==> src/verilog/baud_map.svh <==
`ifndef BAUD_MAP_SVH
`define BAUD_MAP_SVH

// ************************************************************
// Register offsets (byte addresses, one word each)
// ************************************************************
`define REG_RATE_SEL 8'h00
`define REG_CTRL 8'h04
`define REG_STATUS 8'h08
`define REG_DIVISORS 8'h0C

// ************************************************************
// Field positions
// ************************************************************
`define RATE_SEL_RX_LSB 0
`define RATE_SEL_TX_LSB 4
`define CTRL_RX_STROBE_BIT 0
`define CTRL_TX_STROBE_BIT 1
`define CTRL_SRC_REGS_BIT 2
`define STATUS_RX_CODE_LSB 0
`define STATUS_TX_CODE_LSB 4
`define STATUS_RX_OUT_BIT 8
`define STATUS_TX_OUT_BIT 9
`define DIVISORS_RX_LSB 0
`define DIVISORS_TX_LSB 16

// ************************************************************
// Reset values
// ************************************************************
`define RATE_SEL_RESET 8'h00
`define CTRL_RESET 3'h0
`define CODE_RESET 4'h0

// ************************************************************
// Divisor table, indexed by the 4-bit selection code
// ************************************************************
`define DIV_CODE_0 13'h18C0
`define DIV_CODE_1 13'h1080
`define DIV_CODE_2 13'h0B40
`define DIV_CODE_3 13'h0933
`define DIV_CODE_4 13'h0840
`define DIV_CODE_5 13'h0420
`define DIV_CODE_6 13'h0210
`define DIV_CODE_7 13'h0108
`define DIV_CODE_8 13'h00B0
`define DIV_CODE_9 13'h009E
`define DIV_CODE_10 13'h0084
`define DIV_CODE_11 13'h0058
`define DIV_CODE_12 13'h0042
`define DIV_CODE_13 13'h002C
`define DIV_CODE_14 13'h0021
`define DIV_CODE_15 13'h0010

`endif

==> src/verilog/baud_pkg.sv <==
package baud_pkg;

	// ************************************************************
	// Types
	// ************************************************************
	typedef logic [3:0] rate_code_t;
	typedef logic [12:0] divisor_t;

	typedef struct packed {
		rate_code_t code;
		logic strobe;
	} sel_req_t;

	typedef struct packed {
		rate_code_t code;
		divisor_t divisor;
		logic clk_out;
	} section_state_t;

	typedef enum {
		REG_SEL_RATE,
		REG_SEL_CTRL,
		REG_SEL_STATUS,
		REG_SEL_DIVISORS,
		REG_SEL_NONE
	} reg_sel_t;

endpackage

==> src/verilog/ref_tick_detect.sv <==
`timescale 1ns/100ps
`include "baud_map.svh"

module ref_tick_detect import baud_pkg::*; (
	input wire logic clk_sys,
	input wire logic reset_n,
	input wire logic ref_clock_in,
	output logic ref_tick
);

	logic level_r;
	logic level_nxt;
	logic tick_r;
	logic tick_nxt;

	// One pulse per rising edge of the reference; the reference must stay
	// well below half of the system clock for no edge to be missed.
	always_comb begin
		level_nxt = ref_clock_in;
		tick_nxt = ref_clock_in & ~level_r;
	end

	always_ff @(posedge clk_sys) begin
		if (!reset_n) begin
			level_r <= 1'b0;
			tick_r <= 1'b0;
		end else begin
			level_r <= level_nxt;
			tick_r <= tick_nxt;
		end
	end

	assign ref_tick = tick_r;

endmodule

==> src/verilog/divisor_rom.sv <==
`timescale 1ns/100ps
`include "baud_map.svh"

module divisor_rom import baud_pkg::*; (
	input wire logic clk_sys,
	input wire logic reset_n,
	input rate_code_t addr,
	output divisor_t data
);

	divisor_t data_r;
	divisor_t data_nxt;

	always_comb begin
		unique case (addr)
			4'h0: data_nxt = `DIV_CODE_0;
			4'h1: data_nxt = `DIV_CODE_1;
			4'h2: data_nxt = `DIV_CODE_2;
			4'h3: data_nxt = `DIV_CODE_3;
			4'h4: data_nxt = `DIV_CODE_4;
			4'h5: data_nxt = `DIV_CODE_5;
			4'h6: data_nxt = `DIV_CODE_6;
			4'h7: data_nxt = `DIV_CODE_7;
			4'h8: data_nxt = `DIV_CODE_8;
			4'h9: data_nxt = `DIV_CODE_9;
			4'hA: data_nxt = `DIV_CODE_10;
			4'hB: data_nxt = `DIV_CODE_11;
			4'hC: data_nxt = `DIV_CODE_12;
			4'hD: data_nxt = `DIV_CODE_13;
			4'hE: data_nxt = `DIV_CODE_14;
			4'hF: data_nxt = `DIV_CODE_15;
		endcase
	end

	always_ff @(posedge clk_sys) begin
		if (!reset_n) begin
			data_r <= `DIV_CODE_0;
		end else begin
			data_r <= data_nxt;
		end
	end

	assign data = data_r;

endmodule

==> src/verilog/dual_baud_rate_divider.sv <==
`timescale 1ns/100ps
`include "baud_map.svh"


module dual_baud_rate_divider import baud_pkg::*; (
	input wire logic clk_sys,
	input wire logic reset_n,
	input wire logic wb_cyc_i,
	input wire logic wb_stb_i,
	input wire logic wb_we_i,
	input wire logic [7:0] wb_adr_i,
	input wire logic [3:0] wb_sel_i,
	input wire logic [31:0] wb_dat_i,
	output logic [31:0] wb_dat_o,
	output logic wb_ack_o,
	input wire logic ref_clock_in,
	input wire logic rx_sel_bit0,
	input wire logic rx_sel_bit1,
	input wire logic rx_sel_bit2,
	input wire logic rx_sel_bit3,
	input wire logic rx_select_strobe,
	input wire logic tx_sel_bit0,
	input wire logic tx_sel_bit1,
	input wire logic tx_sel_bit2,
	input wire logic tx_sel_bit3,
	input wire logic tx_select_strobe,
	output logic rx_rate_clock_out,
	output logic tx_rate_clock_out
);

	// ************************************************************
	// Address decode
	// ************************************************************
	function automatic reg_sel_t decode_reg(input logic [7:0] adr);
		reg_sel_t sel;
		unique case (adr)
			`REG_RATE_SEL: sel = REG_SEL_RATE;
			`REG_CTRL: sel = REG_SEL_CTRL;
			`REG_STATUS: sel = REG_SEL_STATUS;
			`REG_DIVISORS: sel = REG_SEL_DIVISORS;
			default: sel = REG_SEL_NONE;
		endcase
		return sel;
	endfunction

	// ************************************************************
	// Register bus state
	// ************************************************************
	logic ack_r;
	logic ack_nxt;
	logic [31:0] rdata_r;
	logic [31:0] rdata_nxt;
	logic [7:0] rate_sel_r;
	logic [7:0] rate_sel_nxt;
	logic [2:0] ctrl_r;
	logic [2:0] ctrl_nxt;

	logic ref_tick;
	sel_req_t req [2];
	section_state_t sec [2];
	reg_sel_t bus_sel;
	logic bus_req;

	assign bus_sel = decode_reg(wb_adr_i);
	assign bus_req = wb_cyc_i & wb_stb_i & ~ack_r;

	// Ack comes one cycle after the request and drops in the next, so a
	// master that holds its request sees a fresh acknowledge every second cycle.
	always_comb begin
		ack_nxt = bus_req;
		rate_sel_nxt = rate_sel_r;
		ctrl_nxt = ctrl_r;
		rdata_nxt = 32'h0000_0000;
		if (bus_req && wb_we_i && wb_sel_i[0]) begin
			if (bus_sel == REG_SEL_RATE) begin
				rate_sel_nxt = wb_dat_i[7:0];
			end
			if (bus_sel == REG_SEL_CTRL) begin
				ctrl_nxt = wb_dat_i[2:0];
			end
		end
		if (bus_req && !wb_we_i) begin
			unique case (bus_sel)
				REG_SEL_RATE: rdata_nxt[7:0] = rate_sel_r;
				REG_SEL_CTRL: rdata_nxt[2:0] = ctrl_r;
				REG_SEL_STATUS: begin
					rdata_nxt[`STATUS_RX_CODE_LSB +: 4] = sec[0].code;
					rdata_nxt[`STATUS_TX_CODE_LSB +: 4] = sec[1].code;
					rdata_nxt[`STATUS_RX_OUT_BIT] = sec[0].clk_out;
					rdata_nxt[`STATUS_TX_OUT_BIT] = sec[1].clk_out;
				end
				REG_SEL_DIVISORS: begin
					rdata_nxt[`DIVISORS_RX_LSB +: 13] = sec[0].divisor;
					rdata_nxt[`DIVISORS_TX_LSB +: 13] = sec[1].divisor;
				end
				REG_SEL_NONE: rdata_nxt = 32'h0000_0000;
			endcase
		end
	end

	always_ff @(posedge clk_sys) begin
		if (!reset_n) begin
			ack_r <= 1'b0;
			rdata_r <= 32'h0000_0000;
			rate_sel_r <= `RATE_SEL_RESET;
			ctrl_r <= `CTRL_RESET;
		end else begin
			ack_r <= ack_nxt;
			rdata_r <= rdata_nxt;
			rate_sel_r <= rate_sel_nxt;
			ctrl_r <= ctrl_nxt;
		end
	end

	assign wb_ack_o = ack_r;
	assign wb_dat_o = rdata_r;

	// ************************************************************
	// Selection sources
	// ************************************************************
	// Software may take over the select codes and strobes; by default the
	// controller pins drive them.
	always_comb begin
		if (ctrl_r[`CTRL_SRC_REGS_BIT]) begin
			req[0].code = rate_sel_r[`RATE_SEL_RX_LSB +: 4];
			req[0].strobe = ctrl_r[`CTRL_RX_STROBE_BIT];
			req[1].code = rate_sel_r[`RATE_SEL_TX_LSB +: 4];
			req[1].strobe = ctrl_r[`CTRL_TX_STROBE_BIT];
		end else begin
			req[0].code = {rx_sel_bit3, rx_sel_bit2, rx_sel_bit1, rx_sel_bit0};
			req[0].strobe = rx_select_strobe;
			req[1].code = {tx_sel_bit3, tx_sel_bit2, tx_sel_bit1, tx_sel_bit0};
			req[1].strobe = tx_select_strobe;
		end
	end

	// ************************************************************
	// Reference edge
	// ************************************************************
	ref_tick_detect ref_tick_detect_inst (
		.clk_sys(clk_sys),
		.reset_n(reset_n),
		.ref_clock_in(ref_clock_in),
		.ref_tick(ref_tick)
	);

	// ************************************************************
	// Divider sections
	// ************************************************************
	genvar gi;
	generate
		for (gi = 0; gi < 2; gi++) begin : g_section
			rate_code_t code_r;
			rate_code_t code_nxt;
			divisor_t div;
			divisor_t cnt_r;
			divisor_t cnt_nxt;
			divisor_t half;
			logic out_r;
			logic out_nxt;

			divisor_rom divisor_rom_inst (
				.clk_sys(clk_sys),
				.reset_n(reset_n),
				.addr(code_r),
				.data(div)
			);

			// Odd divisors spend the extra reference period high.
			assign half = (div + 13'h0001) >> 1;

			always_comb begin
				code_nxt = code_r;
				if (req[gi].strobe) begin
					code_nxt = req[gi].code;
				end
				cnt_nxt = cnt_r;
				if (ref_tick) begin
					// The compare uses >= so a shorter new divisor never
					// leaves the count stranded above its end.
					if (cnt_r >= div - 13'h0001) begin
						cnt_nxt = 13'h0000;
					end else begin
						cnt_nxt = cnt_r + 13'h0001;
					end
				end
				out_nxt = cnt_nxt < half;
			end

			always_ff @(posedge clk_sys) begin
				if (!reset_n) begin
					code_r <= `CODE_RESET;
					cnt_r <= 13'h0000;
					out_r <= 1'b0;
				end else begin
					code_r <= code_nxt;
					cnt_r <= cnt_nxt;
					out_r <= out_nxt;
				end
			end

			assign sec[gi].code = code_r;
			assign sec[gi].divisor = div;
			assign sec[gi].clk_out = out_r;
		end
	endgenerate

	assign rx_rate_clock_out = sec[0].clk_out;
	assign tx_rate_clock_out = sec[1].clk_out;

endmodule

==> config.mk <==
export PLATFORM = sky130hd
export DESIGN_NAME = dual_baud_rate_divider
export DESIGN_NICKNAME = d
export VERILOG_FILES = /design/src/verilog/baud_pkg.sv /design/src/verilog/ref_tick_detect.sv /design/src/verilog/divisor_rom.sv /design/src/verilog/dual_baud_rate_divider.sv
export VERILOG_INCLUDE_DIRS = /design/src /design/src/verilog
export SDC_FILE = /design/constraint.sdc
export NUM_CORES = 1
export LEC_CHECK = 0
export BUFFER_PORTS_ARGS = -buffer_cell sky130_fd_sc_hd__buf_2
export CORE_ASPECT_RATIO = 0.8
export CORE_MARGIN = 4
export CORE_UTILIZATION = 50
export DETAILED_ROUTE_END_ITERATION = 16
export GPL_TIMING_DRIVEN = 0
export PLACE_DENSITY = 0.74
export RECOVER_POWER = 100
export SETUP_SLACK_MARGIN = 0.02
export SLEW_MARGIN = 20
export SYNTH_ARGS = -nofsm -noshare
export SYNTH_HDL_FRONTEND = slang
export SYNTH_SLANG_ARGS = --single-unit
==> constraint.sdc <==
create_clock -name clk_sys -period 4 [get_ports clk_sys]
set_input_delay 0 -clock clk_sys [delete_from_list [all_inputs] [get_ports clk_sys]]
set_output_delay 0 -clock clk_sys [all_outputs]
set_load 0.01 [all_outputs]
==> metrics.md, run 1 <==
| Metric | Value |
|---|---|
| Outcome | `finished, violations left` |
| Failing checks | `setup timing` |
| Max IR drop VDD | `0.2040 mV` |
| Area Overhead vs Synth | `19.19%` |
| Pin count of the biggest net entering global routing | `17` |
| Initial antenna violation count | `0` |
| Tot GR Track Use | `0.2271` |
| Commonest non-fill, non-tap cells in the layout | `dfxtp_1, nor2_1, clkbuf_1` |
| Core area | `12,160 um^2` |
| Seq/Total Area, Yosys | `0.3293` |
| GRT overflow | `0` |
| Slowest cell on crit path | `or4_4` |
| Clock transition at path regs | `0.08 ns` |
| Die ar. | `14,260 um^2` |
| Final setup TNS | `-0.1991 ns` |
| Tmin final | `4.199 ns` |
| RSZ-0062 raised after global routing | `true` |
| Via Count | `5,594` |
| Routed wire length per instance | `16.09 um` |
| Fmax | `238.1 MHz` |
| #FFs+latches synth | `102` |
| Drt initial violations | `424` |
| Final hold slack | `0.005491 ns` |
| Commonest non-fill, non-tap cell in the layout | `dfxtp_1` |
| Gp weighted congestion | `0.8924` |
| Vias in the first global route | `5,230` |
| TritonCTS clock tree | `yes` |
| CP peak stage delay | `0.53 ns` |
| Top FF cell, synth | `dfxtp_1` |
| CTS Buf Count | `9` |
| Fin crit share | `1.050` |
| PortBufs | `60` |
| Final Hold Fails | `0` |
| Placed cell count | `967` |
| Row cnt | `36` |
| Worst-Skew Late Latency | `0.36 ns` |
| CP most frequent cell | `or4_4` |
| Die W | `132.5 um` |
| CTS root buf | `clkbuf_16` |
| Residual DRC | `0` |
| # fillers | `1,077` |
| Critical-path cell list | `or4_4 > or4_4 > nor3_2 > xnor2_1 > ha_1 > nand4_1 > nor4_2 > o31ai_2 > a31oi_2 > clkbuf_8 > nor2_4 > ha_4 > nand3_2 > a311oi_2 > a21oi_1 > o2111a_1` |
| Ant diodes | `0` |
| Final Setup Violations | `1` |
| CTS sink count | `102` |
| Max Clock Skew | `0.01436 ns` |
| Fin nets | `976` |
| Via density | `5.539` |
| Setup ws final | `-0.1991 ns` |
| Fin cells | `1,010` |
| Worst EP arrival | `4.45 ns` |
| Power Dens Cells | `305.3 nW/um^2` |
| Worst-Margin Slew | `0.6993 ns` |
| Max FO, Critical Path | `5` |
| Clk buf depth | `2` |
| Hold Path Class | `input pin to flop` |
| DR pass1 iterations | `5` |
| YS warnings | `0` |
| First-pass GRT wire length | `26,140 um` |
| Place WS | `-0.5702 ns` |
| Routed WL | `16,260 um` |
| Max cap viols | `0` |
| Relative slew slack | `0.5338` |
| Asr flop ratio synth | `0` |
| Reg2Reg Setup Slack | `-0.20 ns` |
| Synth cell types | `57` |
| Routed Antenna Nets | `0` |
| Critical Path RT | `4.25 ns` |
| Syn avg cell area | `8.268 um^2` |
| Gate count after technology mapping | `750` |
| EDFF count, synth | `0` |
| # IOs | `95` |
| Initial Utilization | `0.5099` |
| Share of layout cells above drive strength 1 | `0.1224` |
| Crit Path Category | `flop to flop` |
| Leakage Power | `0.002995 uW` |
| Slew Viols, Final | `0` |
| Tot Pwr | `2256 uW` |
| CTS H-tree depth | `3` |
| Crit end category | `flop` |
| Worst setup SP type | `flop` |
| DP HPWL | `11,840 um` |
| Vert. Die Dim | `107.6 um` |
| Synthesized area | `6201 um^2` |
[worst paths after layout]
path,from,to,cells after the start
worst min-delay path,rx_sel_bit3,g_section[0].code_r[3],3
worst max register to register,g_section[0].divisor_rom_inst.data[3],rx_rate_clock_out,16
worst max-delay path,g_section[0].divisor_rom_inst.data[3],rx_rate_clock_out,16
worst min register to register,ref_tick_detect_inst.level_r,ref_tick_detect_inst.ref_tick,1
[registers in the layout, summed over array words and instances, names as in the netlist, 3 cells and up]
signal / count
g_section.code_r: 8
g_section.divisor_rom_inst.data: 26
ctrl_r: 3
rate_sel_r: 8
g_section.cnt_r: 26
wb_dat_o: 26
[routing by layer]
layer | up-vias | wire length [um] | track usage | part of all wire
li1 | 2818 | - | - | -
met1 | 2540 | 7675 | 0.3132 | 0.47
met2 | 208 | 7035 | 0.3569 | 0.43
met3 | 28 | 1179 | 0.05374 | 0.073
met4 | 0 | 364 | 0.06306 | 0.022
met5 | - | 0 | 0 | 0
[cells by family (layout without fill, tap and decap cells)]
kind of cell | Yosys count | count (layout) | share of synthesized area
buffers and inverters | 76 | 179 | 0.05246
adder cells (fa/ha/maj) | 62 | 62 | 0.1251
multiplexers | 27 | 27 | 0.04863
AND/OR/NAND/NOR | 295 | 295 | 0.2320
AO/OA/AOI/OAI | 122 | 122 | 0.1201
XOR/XNOR | 65 | 65 | 0.09181
other | 1 | 6 | 0.0006047
flip-flops | 102 | 102 | 0.3293
[where the power goes]
part           switching (uW)  internal, uW  total [uW]  leakage, uW
logic                     197           150         347      0.00203
clock network             397           441         838     0.000136
registers                30.6          1040        1070     0.000830
total                     625          1630        2260      0.00299
[timing repair]
action | in CTS | in global routing
gates cloned | 1 | 0
setup buffers | 6 | 7
setup endpoints to repair | 2 | 2
pin swaps | 4 | 5
gates resized for setup | 17 | 22
hold buffers | 17 | 0
endpoints found under the hold margin | 19 | 0
[metrics by stage]
stage | cell area (um^2) | utilization
global route | 7391 | 0.6077
floorplan | 6223 | -
global placement | 6714 | 0.5521
CTS | 7284 | 0.5990
detailed placement | 6714 | 0.5521
finish | 7391 | 0.6077
[Yosys cell counts (3+ instances only)]
cell	count	area share
o31ai_1	3	0.0036
o21ai_0	30	0.024
nor4_1	6	0.0061
nor3_1	37	0.030
nand2b_1	11	0.011
nor2b_1	3	0.0030
a311oi_1	3	0.0042
xor2_1	31	0.044
nand3_1	31	0.025
o211ai_1	5	0.0061
a21o_1	4	0.0048
mux2i_1	20	0.032
nor2_1	91	0.055
o2111ai_1	3	0.0042
and3_1	10	0.010
ha_1	62	0.13
a31oi_1	8	0.0081
o22ai_1	6	0.0061
mux2_2	3	0.0054
and2_1	19	0.019
inv_1	27	0.016
nand4_1	16	0.016
clkbuf_1	36	0.022
dfxtp_1	102	0.33
nand2_1	54	0.033
a21oi_1	41	0.033
buf_4	6	0.0073
xnor2_1	34	0.048
a211oi_1	12	0.015
[worst max-delay path, delay by kind of cell (launching register included)]
| family | cells | cell delay (ns) |
|---|---|---|
| simple gates | 7 | 1.64 |
| compound gates | 5 | 1.11 |
| fa+ha+maj | 2 | 0.62 |
| flops | 1 | 0.36 |
| buf+inv | 1 | 0.24 |
| xor+xnor | 1 | 0.12 |
[cell type report]
class	count	area, um^2	share of cell area
Multi-Input combinational cell	577	4036	0.5461
Sequential cell	102	2047	0.2770
Timing Repair Buffer	90	530.5	0.07178
Clock buffer	11	242.7	0.03284
Buffer	45	203.9	0.02759
Tap cell	152	190.2	0.02573
Inverter	29	108.9	0.01473
Clock inverter	4	31.28	0.004232
Power figures use the tool's default switching activity.
==> inputs of run 2 (changes only) <==
ABC_AREA = 1   (was unset)
REMOVE_ABC_BUFFERS = 1   (was unset)
SKIP_LAST_GASP = 1   (was unset)
==> run 2 against run 1 <==
Net effect:
- the run now ends clean
- register-to-register slack better by 0.49 ns
- wire length is 12% lower
- first-iteration DRC count shrank 28%
- die area rose by 0.15%
- largest cell class unchanged
- largest power group unchanged
- highest routed layer unchanged
==> metrics.md, run 2 <==
| Metric | Value |
|---|---|
| Outcome | `finished clean` |
| Clk buf depth | `2 (unchanged)` |
| Max cap viols | `0 (unchanged)` |
| DR pass1 iterations | `5 (unchanged)` |
| Max IR drop VDD | `0.2933 mV (+44%)` |
| Initial Utilization | `0.5107 (+0.0008231)` |
| #FFs+latches synth | `102 (unchanged)` |
| Vias in the first global route | `4,966 (-5.0%)` |
| Worst r2r src | `g_section[1].divisor_rom_inst.data[1]` |
| Share of layout cells above drive strength 1 | `0.1030 (-0.01934)` |
| Slew Viols, Final | `0 (unchanged)` |
| Routed WL | `14,280 um (-12%)` |
| Net Sw Frac | `0.2666 (-0.01039)` |
| Gate count after technology mapping | `838 (+12%)` |
| PortBufs | `61 (+1.7%)` |
| Die W | `132.6 um (about the same)` |
| YS warnings | `0 (unchanged)` |
| Seq/Total Area, Yosys | `0.3288 (-0.0005307)` |
| Final setup TNS | `0 ns (+0.1991 ns)` |
| Max Clock Skew | `0.006112 ns (-0.008244 ns)` |
| Crit Path Category | `flop to flop` |
| Hold path endpoint | `ctrl_r[1]` |
| Die ar. | `14,280 um^2 (+0.15%)` |
| Gp weighted congestion | `0.8838 (-0.96%)` |
| Hold depth | `3 (unchanged)` |
| Final Setup Violations | `0 (-1)` |
| Worst-Margin Slew | `1.415 ns (+0.7152 ns)` |
| RSZ-0062 raised after global routing | `true` |
| Reg power frac | `0.476 (about the same)` |
| Vert. Die Dim | `107.7 um (about the same)` |
| Register-to-Register Path Depth | `23 (+7)` |
| Max FO, Critical Path | `18 (+13)` |
| Tot GR Track Use | `0.2015 (-0.02551)` |
| Residual DRC | `0 (unchanged)` |
| # IOs | `95 (unchanged)` |
| Commonest non-fill, non-tap cell in the layout | `nand2_1` |
| Worst hold start | `wb_sel_i[0]` |
| Psw | `605.2 uW (-3.2%)` |
| CTS root buf | `clkbuf_16` |
| Area Overhead vs Synth | `14.26%` |
| Fin area | `7097 um^2 (-4.0%)` |
| R2R Path End | `tx_rate_clock_out` |
| Routed wire length per instance | `13.30 um (-17%)` |
| Fin crit share | `0.9276 (-0.1221)` |
| Via Count | `5,451 (-2.6%)` |
| Final Hold Fails | `0 (unchanged)` |
| Clock transition at path regs | `0.07 ns (about the same)` |
| Reg2Reg Setup Slack | `0.29 ns (+0.49 ns)` |
| Multi-input combinational cell area | `3613 um^2 (-10%)` |
| First-pass GRT wire length | `23,290 um (-11%)` |
| Routed Antenna Nets | `0 (unchanged)` |
| CTS Buf Count | `9 (unchanged)` |
| Crit end category | `flop` |
| DP HPWL | `10,820 um (-8.6%)` |
| Via density | `5.075 (-8.4%)` |
| Drt initial violations | `304 (-28%)` |
| Worst-Skew Late Latency | `0.35 ns (about the same)` |
| Pint | `1665 uW (+2.1%)` |
| TritonCTS clock tree | `yes` |
| Combinational Power Share | `0.125 (-0.029)` |
| GRT overflow | `0 (unchanged)` |
| Clock network fraction of design power | `0.399 (+0.028)` |
| DP Area | `6611 um^2 (-1.5%)` |
| CTS H-tree depth | `3 (unchanged)` |
| Synth cell types | `44 (-23%)` |
| Most frequent cell after synthesis | `nand2_1` |
| Worst setup SP type | `flop` |
| Hold Path Class | `input pin to flop` |
| Seq. cell area | `2042 um^2 (-0.24%)` |
| Leakage Power | `0.003411 uW (+14%)` |
| Worst EP arrival | `4.00 ns (-0.45 ns)` |
| EDFF count, synth | `0 (unchanged)` |
| Relative slew slack | `0.04829 (-0.4855)` |
| Initial antenna violation count | `0 (unchanged)` |
| Critical Path RT | `4.29 ns (+0.04 ns)` |
| Commonest non-fill, non-tap cells in the layout | `nand2_1, nor2_1, inv_1` |
| Asr flop ratio synth | `0 (unchanged)` |
| Tot Pwr | `2270 uW (+0.60%)` |
| Syn avg cell area | `7.412 um^2 (-10%)` |
| Synthesized area | `6211 um^2 (+0.16%)` |
| CTS sink count | `102 (unchanged)` |
| Fin nets | `1,039 (+6.5%)` |
| Top cells by count, synth | `nand2_1, nor2_1, inv_1, dfxtp_1, ha_1` |
| Yosys top cell area share | `0.3288 (-0.0005307)` |
| Top post-synthesis cells by area | `dfxtp_1, ha_1, nand2_1, nor2_1, inv_1` |
| Util after Layout | `0.5835 (-0.02418)` |
| Top FF cell, synth | `dfxtp_1` |
| Fmax | `269.5 MHz (+13%)` |
| Ant diodes | `0 (unchanged)` |
| # fillers | `1,124 (+4.4%)` |
| Core area | `12,160 um^2 (unchanged)` |
| Tmin final | `3.711 ns (-0.4886 ns)` |
| Pin count of the biggest net entering global routing | `32 (+15)` |
| Power Dens Cells | `319.9 nW/um^2 (+4.8%)` |
| Dominant cell type by area after synthesis | `dfxtp_1` |
| Row cnt | `36 (unchanged)` |
-- run 2: metrics by stage --
step / worst slack [ns] / hold WS, ns / cells
after floorplan: 0.5848 / 0.08919 / 823
after global placement: -0.1429 / 0.2067 / 1036
after detailed placement: -0.1685 / 0.2147 / 1036
after CTS: 0.05191 / 0.06554 / 1071
after global routing: -0.01098 / 0.1035 / 1074
final: 0.2895 / 0.07596 / 1074
-- run 2: cell families after synthesis --
group | share of synthesized area
simple gates | 0.2710
buf+inv | 0.09166
compound gates | 0.1056
flops | 0.3288
fa+ha+maj | 0.1249
xor+xnor | 0.07756
other cells | 0.0006038
-- run 2: area by class of cell --
type | count | area share
Inverter | 120 | 0.06523
Timing Repair Buffer | 83 | 0.06770
Multi-Input combinational cell | 601 | 0.5092
Clock buffer | 11 | 0.03420
Sequential cell | 102 | 0.2877
Clock inverter | 5 | 0.009168
Tap cell | 152 | 0.02680
-- run 2: per-layer routing --
metal  GRT usage  up-vias  part of all wire
met5           0        -                 0
met4     0.04303        0            0.0097
li1            -     2876                 -
met3     0.04953       12             0.058
met1      0.2862     2429              0.51
met2      0.3110      134              0.42
-- run 2: timing repair --
item | in CTS | in global routing
hold buffers | 19 | 0
pin swaps | 0 | 4
buffers inserted | 0 | 3
gates resized for setup | 1 | 14
endpoints found under the setup margin | 1 | 2
endpoints found under the hold margin | 22 | 0
-- run 2: worst max-delay path, cell delays in order, from the launching register on --
cell and delay [ns]:
dfxtp_1 0.32, inv_1 0.14, ha_2 0.23, nand4_1 0.17, nor3_2 0.29, nand3_2 0.12
nor3_2 0.14, xor2_1 0.23, ha_1 0.28, nand2_1 0.09, inv_1 0.04, nand3_1 0.08
a21oi_1 0.05, nor2_1 0.17, nand2_1 0.09, nand2_2 0.15, inv_6 0.10, nor2_1 0.16
ha_1 0.27, a21oi_1 0.13, o21ai_0 0.08, a21oi_1 0.14, nor2_1 0.05, nor2_1 0.12
-- run 2: power by group through the flow --
stage | clock network [uW] | logic, uW | registers [uW]
2_1_floorplan | 0 | 191 | 1090
3_3_place_gp | 0 | 259 | 1100
3_5_place_dp | 0 | 265 | 1100
4_1_cts | 923 | 281 | 1080
5_1_grt | 967 | 325 | 1080
6_report | 905 | 284 | 1080
-- run 2: how the worst max path moves through the flow --
stage,slack [ns],cells after the start,startpoint,to
after detailed placement,-0.17,21,g_section[1].divisor_rom_inst.data[0],tx_rate_clock_out
after floorplan,0.58,21,g_section[1].divisor_rom_inst.data[0],tx_rate_clock_out
final,0.29,23,g_section[1].divisor_rom_inst.data[1],tx_rate_clock_out
after CTS,0.05,21,g_section[1].divisor_rom_inst.data[0],tx_rate_clock_out
after global routing,-0.01,21,g_section[1].divisor_rom_inst.data[1],tx_rate_clock_out
after global placement,-0.14,21,g_section[1].divisor_rom_inst.data[0],tx_rate_clock_out
==> inputs of run 3 (changes only) <==
CTS_BUF_LIST = sky130_fd_sc_hd__clkbuf_4   (was unset)
==> run 3 against run 2 <==
Net effect:
- clock skew increased by 0.0061 ns
- sequential power hardly changed
- wire length increased by 2.7%
- hold slack got worse by 0.0069 ns
- final area increased by 1.4%
- core utilization grew 0.81 points
- sequential cell count did not move
- critical path type unchanged
- register-to-register slack improved by 0.03 ns
- non-clock buffer count grew 26
- maximum frequency is 0.87% higher
- combinational power is 6% higher
- sequential share of layout area decreased by 0.40 points
==> metrics.md, run 3 (synthesis results as in run 2) <==
| Metric | Value |
|---|---|
| CTS root buf | `clkbuf_4` |
| Clock transition at path regs | `0.15 ns (+0.08 ns)` |
| Routed wire length per instance | `13.33 um (+0.22%)` |
| Hold depth | `7 (+4)` |
| Leakage Power | `0.003480 uW (+2.0%)` |
| Worst r2r src | `g_section[1].divisor_rom_inst.data[1]` |
| Commonest non-fill, non-tap cell in the layout | `nand2_1` |
| Worst-Margin Slew | `1.121 ns (-0.2940 ns)` |
| WP buf/inv | `3 (unchanged)` |
| Met2 usage | `0.3263 (+0.01529)` |
| Worst setup SP type | `flop` |
| Max cap viols | `0 (unchanged)` |
| Area Overhead vs Synth | `15.85%` |
| Initial Utilization | `0.5107 (unchanged)` |
| Die ar. | `14,280 um^2 (unchanged)` |
| DP HPWL | `10,820 um (unchanged)` |
| Pin count of the biggest net entering global routing | `32 (unchanged)` |
| Slew Viols, Final | `0 (unchanged)` |
| GRT overflow | `0 (unchanged)` |
| GR Util met1 | `0.2879 (+0.001735)` |
| Top Usage Layer GRT | `met2` |
| CTS H-tree depth | `3 (unchanged)` |
| CTS sink count | `102 (unchanged)` |
| R2R Path End | `tx_rate_clock_out` |
| Critical Path RT | `4.46 ns (+0.17 ns)` |
| # IOs | `95 (unchanged)` |
| Residual DRC | `0 (unchanged)` |
| Crit end category | `flop` |
| Gp weighted congestion | `0.8838 (unchanged)` |
| Die W | `132.6 um (unchanged)` |
| DR pass1 iterations | `5 (unchanged)` |
| Worst hold start | `wb_adr_i[1]` |
| Max Clock Skew | `0.01223 ns (+0.006118 ns)` |
| Drt initial violations | `328 (+7.9%)` |
| TritonCTS clock tree | `yes` |
| Hold Path Class | `input pin to flop` |
| Vias in the first global route | `5,100 (+2.7%)` |
| Relative slew slack | `0.2461 (+0.1978)` |
| Hold path endpoint | `wb_dat_o[4]` |
| PortBufs | `61 (unchanged)` |
| Place WS | `-0.1685 ns (unchanged)` |
| Clk buf depth | `2 (unchanged)` |
| Core area | `12,160 um^2 (unchanged)` |
| CP most frequent cell | `nor2_1` |
| Tot Pwr | `1950 uW (-14%)` |
| Critical-path cell list | `inv_1 > ha_2 > nand4_1 > nor3_2 > nand3_1 > nor3_2 > xor2_1 > ha_1 > nand2_1 > inv_1 > nand3_1 > a21oi_1 > nor2_1 > nand2_1 > nand2_2 > inv_6 > nor2_1 > ha_1 > a21oi_1 > o21ai_0 > a21oi_1 > nor2_1 > nor2_1` |
| Register-to-Register Path Depth | `23 (unchanged)` |
| CP top delay family | `simple AND/OR/NAND/NOR gates` |
| Via density | `5.054 (-0.41%)` |
| Fin nets | `1,065 (+2.5%)` |
| Initial antenna violation count | `1 (+1)` |
| Routed Antenna Nets | `0 (unchanged)` |
| Final Hold Fails | `0 (unchanged)` |
| Commonest non-fill, non-tap cells in the layout | `nand2_1, nor2_1, inv_1` |
| Fmax | `271.9 MHz (+0.87%)` |
| Via Count | `5,565 (+2.1%)` |
| Outcome | `finished clean` |
| Power Dens Cells | `271.1 nW/um^2 (-15%)` |
| Row cnt | `36 (unchanged)` |
| Met3 usage | `0.04486 (-0.004673)` |
| Max IR drop VDD | `0.2509 mV (-14%)` |
| CP peak stage delay | `0.35 ns (+0.03 ns)` |
| Setup ws final | `0.3216 ns (+0.03216 ns)` |
| Slowest cell on crit path | `dfxtp_1` |
| Crit Path Category | `flop to flop` |
| CTS Buf Count | `9 (unchanged)` |
| Vert. Die Dim | `107.7 um (unchanged)` |
| Tot GR Track Use | `0.2079 (+0.006323)` |
| Tmin final | `3.678 ns (-0.03216 ns)` |
| Max FO, Critical Path | `18 (unchanged)` |
| RSZ-0062 raised after global routing | `true` |
| Final hold slack | `0.06910 ns (-0.006862 ns)` |
| Final setup TNS | `0 ns (unchanged)` |
| Fin crit share | `0.9196 (-0.008039)` |
| Worst EP arrival | `4.14 ns (+0.14 ns)` |
| Reg2Reg Setup Slack | `0.32 ns (+0.03 ns)` |
| Routed WL | `14,670 um (+2.7%)` |
| Worst-Skew Late Latency | `0.51 ns (+0.16 ns)` |
| Share of layout cells above drive strength 1 | `0.1023 (-0.0007162)` |
| Final Setup Violations | `0 (unchanged)` |
| First-pass GRT wire length | `23,900 um (+2.6%)` |
## run 3: cell types whose count changed in the layout (fill, tap and decap cells not counted), moves of 2 or more
| cell | delta |
|---|---|
| clkbuf_16 | -9 |
| clkbuf_4 | +10 |
| clkinv_1 | +2 |
| dlygate4sd3_1 | +25 |
## run 3: power breakdown
part           internal, uW  switching, uW  total (uW)
logic                   126            174         300
clock network           203            366         569
registers              1040           38.8        1080
total                  1370            579        1950
## run 3: metrics by stage
step | cells | util | area [um^2]
after floorplan | 823 | - | 6116
after global placement | 1036 | 0.5436 | 6611
after detailed placement | 1036 | 0.5436 | 6611
after CTS | 1096 | 0.5918 | 7197
after global routing | 1101 | 0.5917 | 7196
final | 1101 | 0.5917 | 7196
## run 3: worst max path at each step
stage | from | endpoint | slack, ns | depth (start not counted)
after floorplan | g_section[1].divisor_rom_inst.data[0] | tx_rate_clock_out | 0.58 | 21
after global placement | g_section[1].divisor_rom_inst.data[0] | tx_rate_clock_out | -0.14 | 21
after detailed placement | g_section[1].divisor_rom_inst.data[0] | tx_rate_clock_out | -0.17 | 21
after CTS | g_section[1].divisor_rom_inst.data[0] | tx_rate_clock_out | 0.04 | 21
after global routing | g_section[1].divisor_rom_inst.data[2] | tx_rate_clock_out | -0.02 | 23
final | g_section[1].divisor_rom_inst.data[1] | tx_rate_clock_out | 0.32 | 23
## run 3: timing repair
item / 4_1_cts / 5_1_grt
hold endpoints to repair: 38 / 0
pin swaps: 0 / 4
gates resized for setup: 1 / 13
buffers inserted: 0 / 4
setup endpoints to repair: 1 / 2
hold buffers: 44 / 0
## run 3: area by class of cell
cell class	instances	area (um^2)
inverter	120	462.9
clock inverter	6	68.82
clock buffer	10	75.07
tap	152	190.2
sequential	102	2042
antenna	1	2.502
fill	1114	4966
timing repair buffer	109	738.2
multi-input combinational	601	3616
## run 3: tightest hold or removal path: stages
cell and delay [ns]:
buf_2 0.08, or2_4 0.12, nor3_2 0.07, nor2_1 0.10
nor2_1 0.09, nand2_1 0.07, inv_1 0.03
## run 3: per-layer routing
metal / part of all wire / vias to the layer above
met5: 0 / -
met1: 0.50 / 2470
li1: - / 2933
met2: 0.44 / 149
met4: 0.0095 / 0
met3: 0.058 / 13
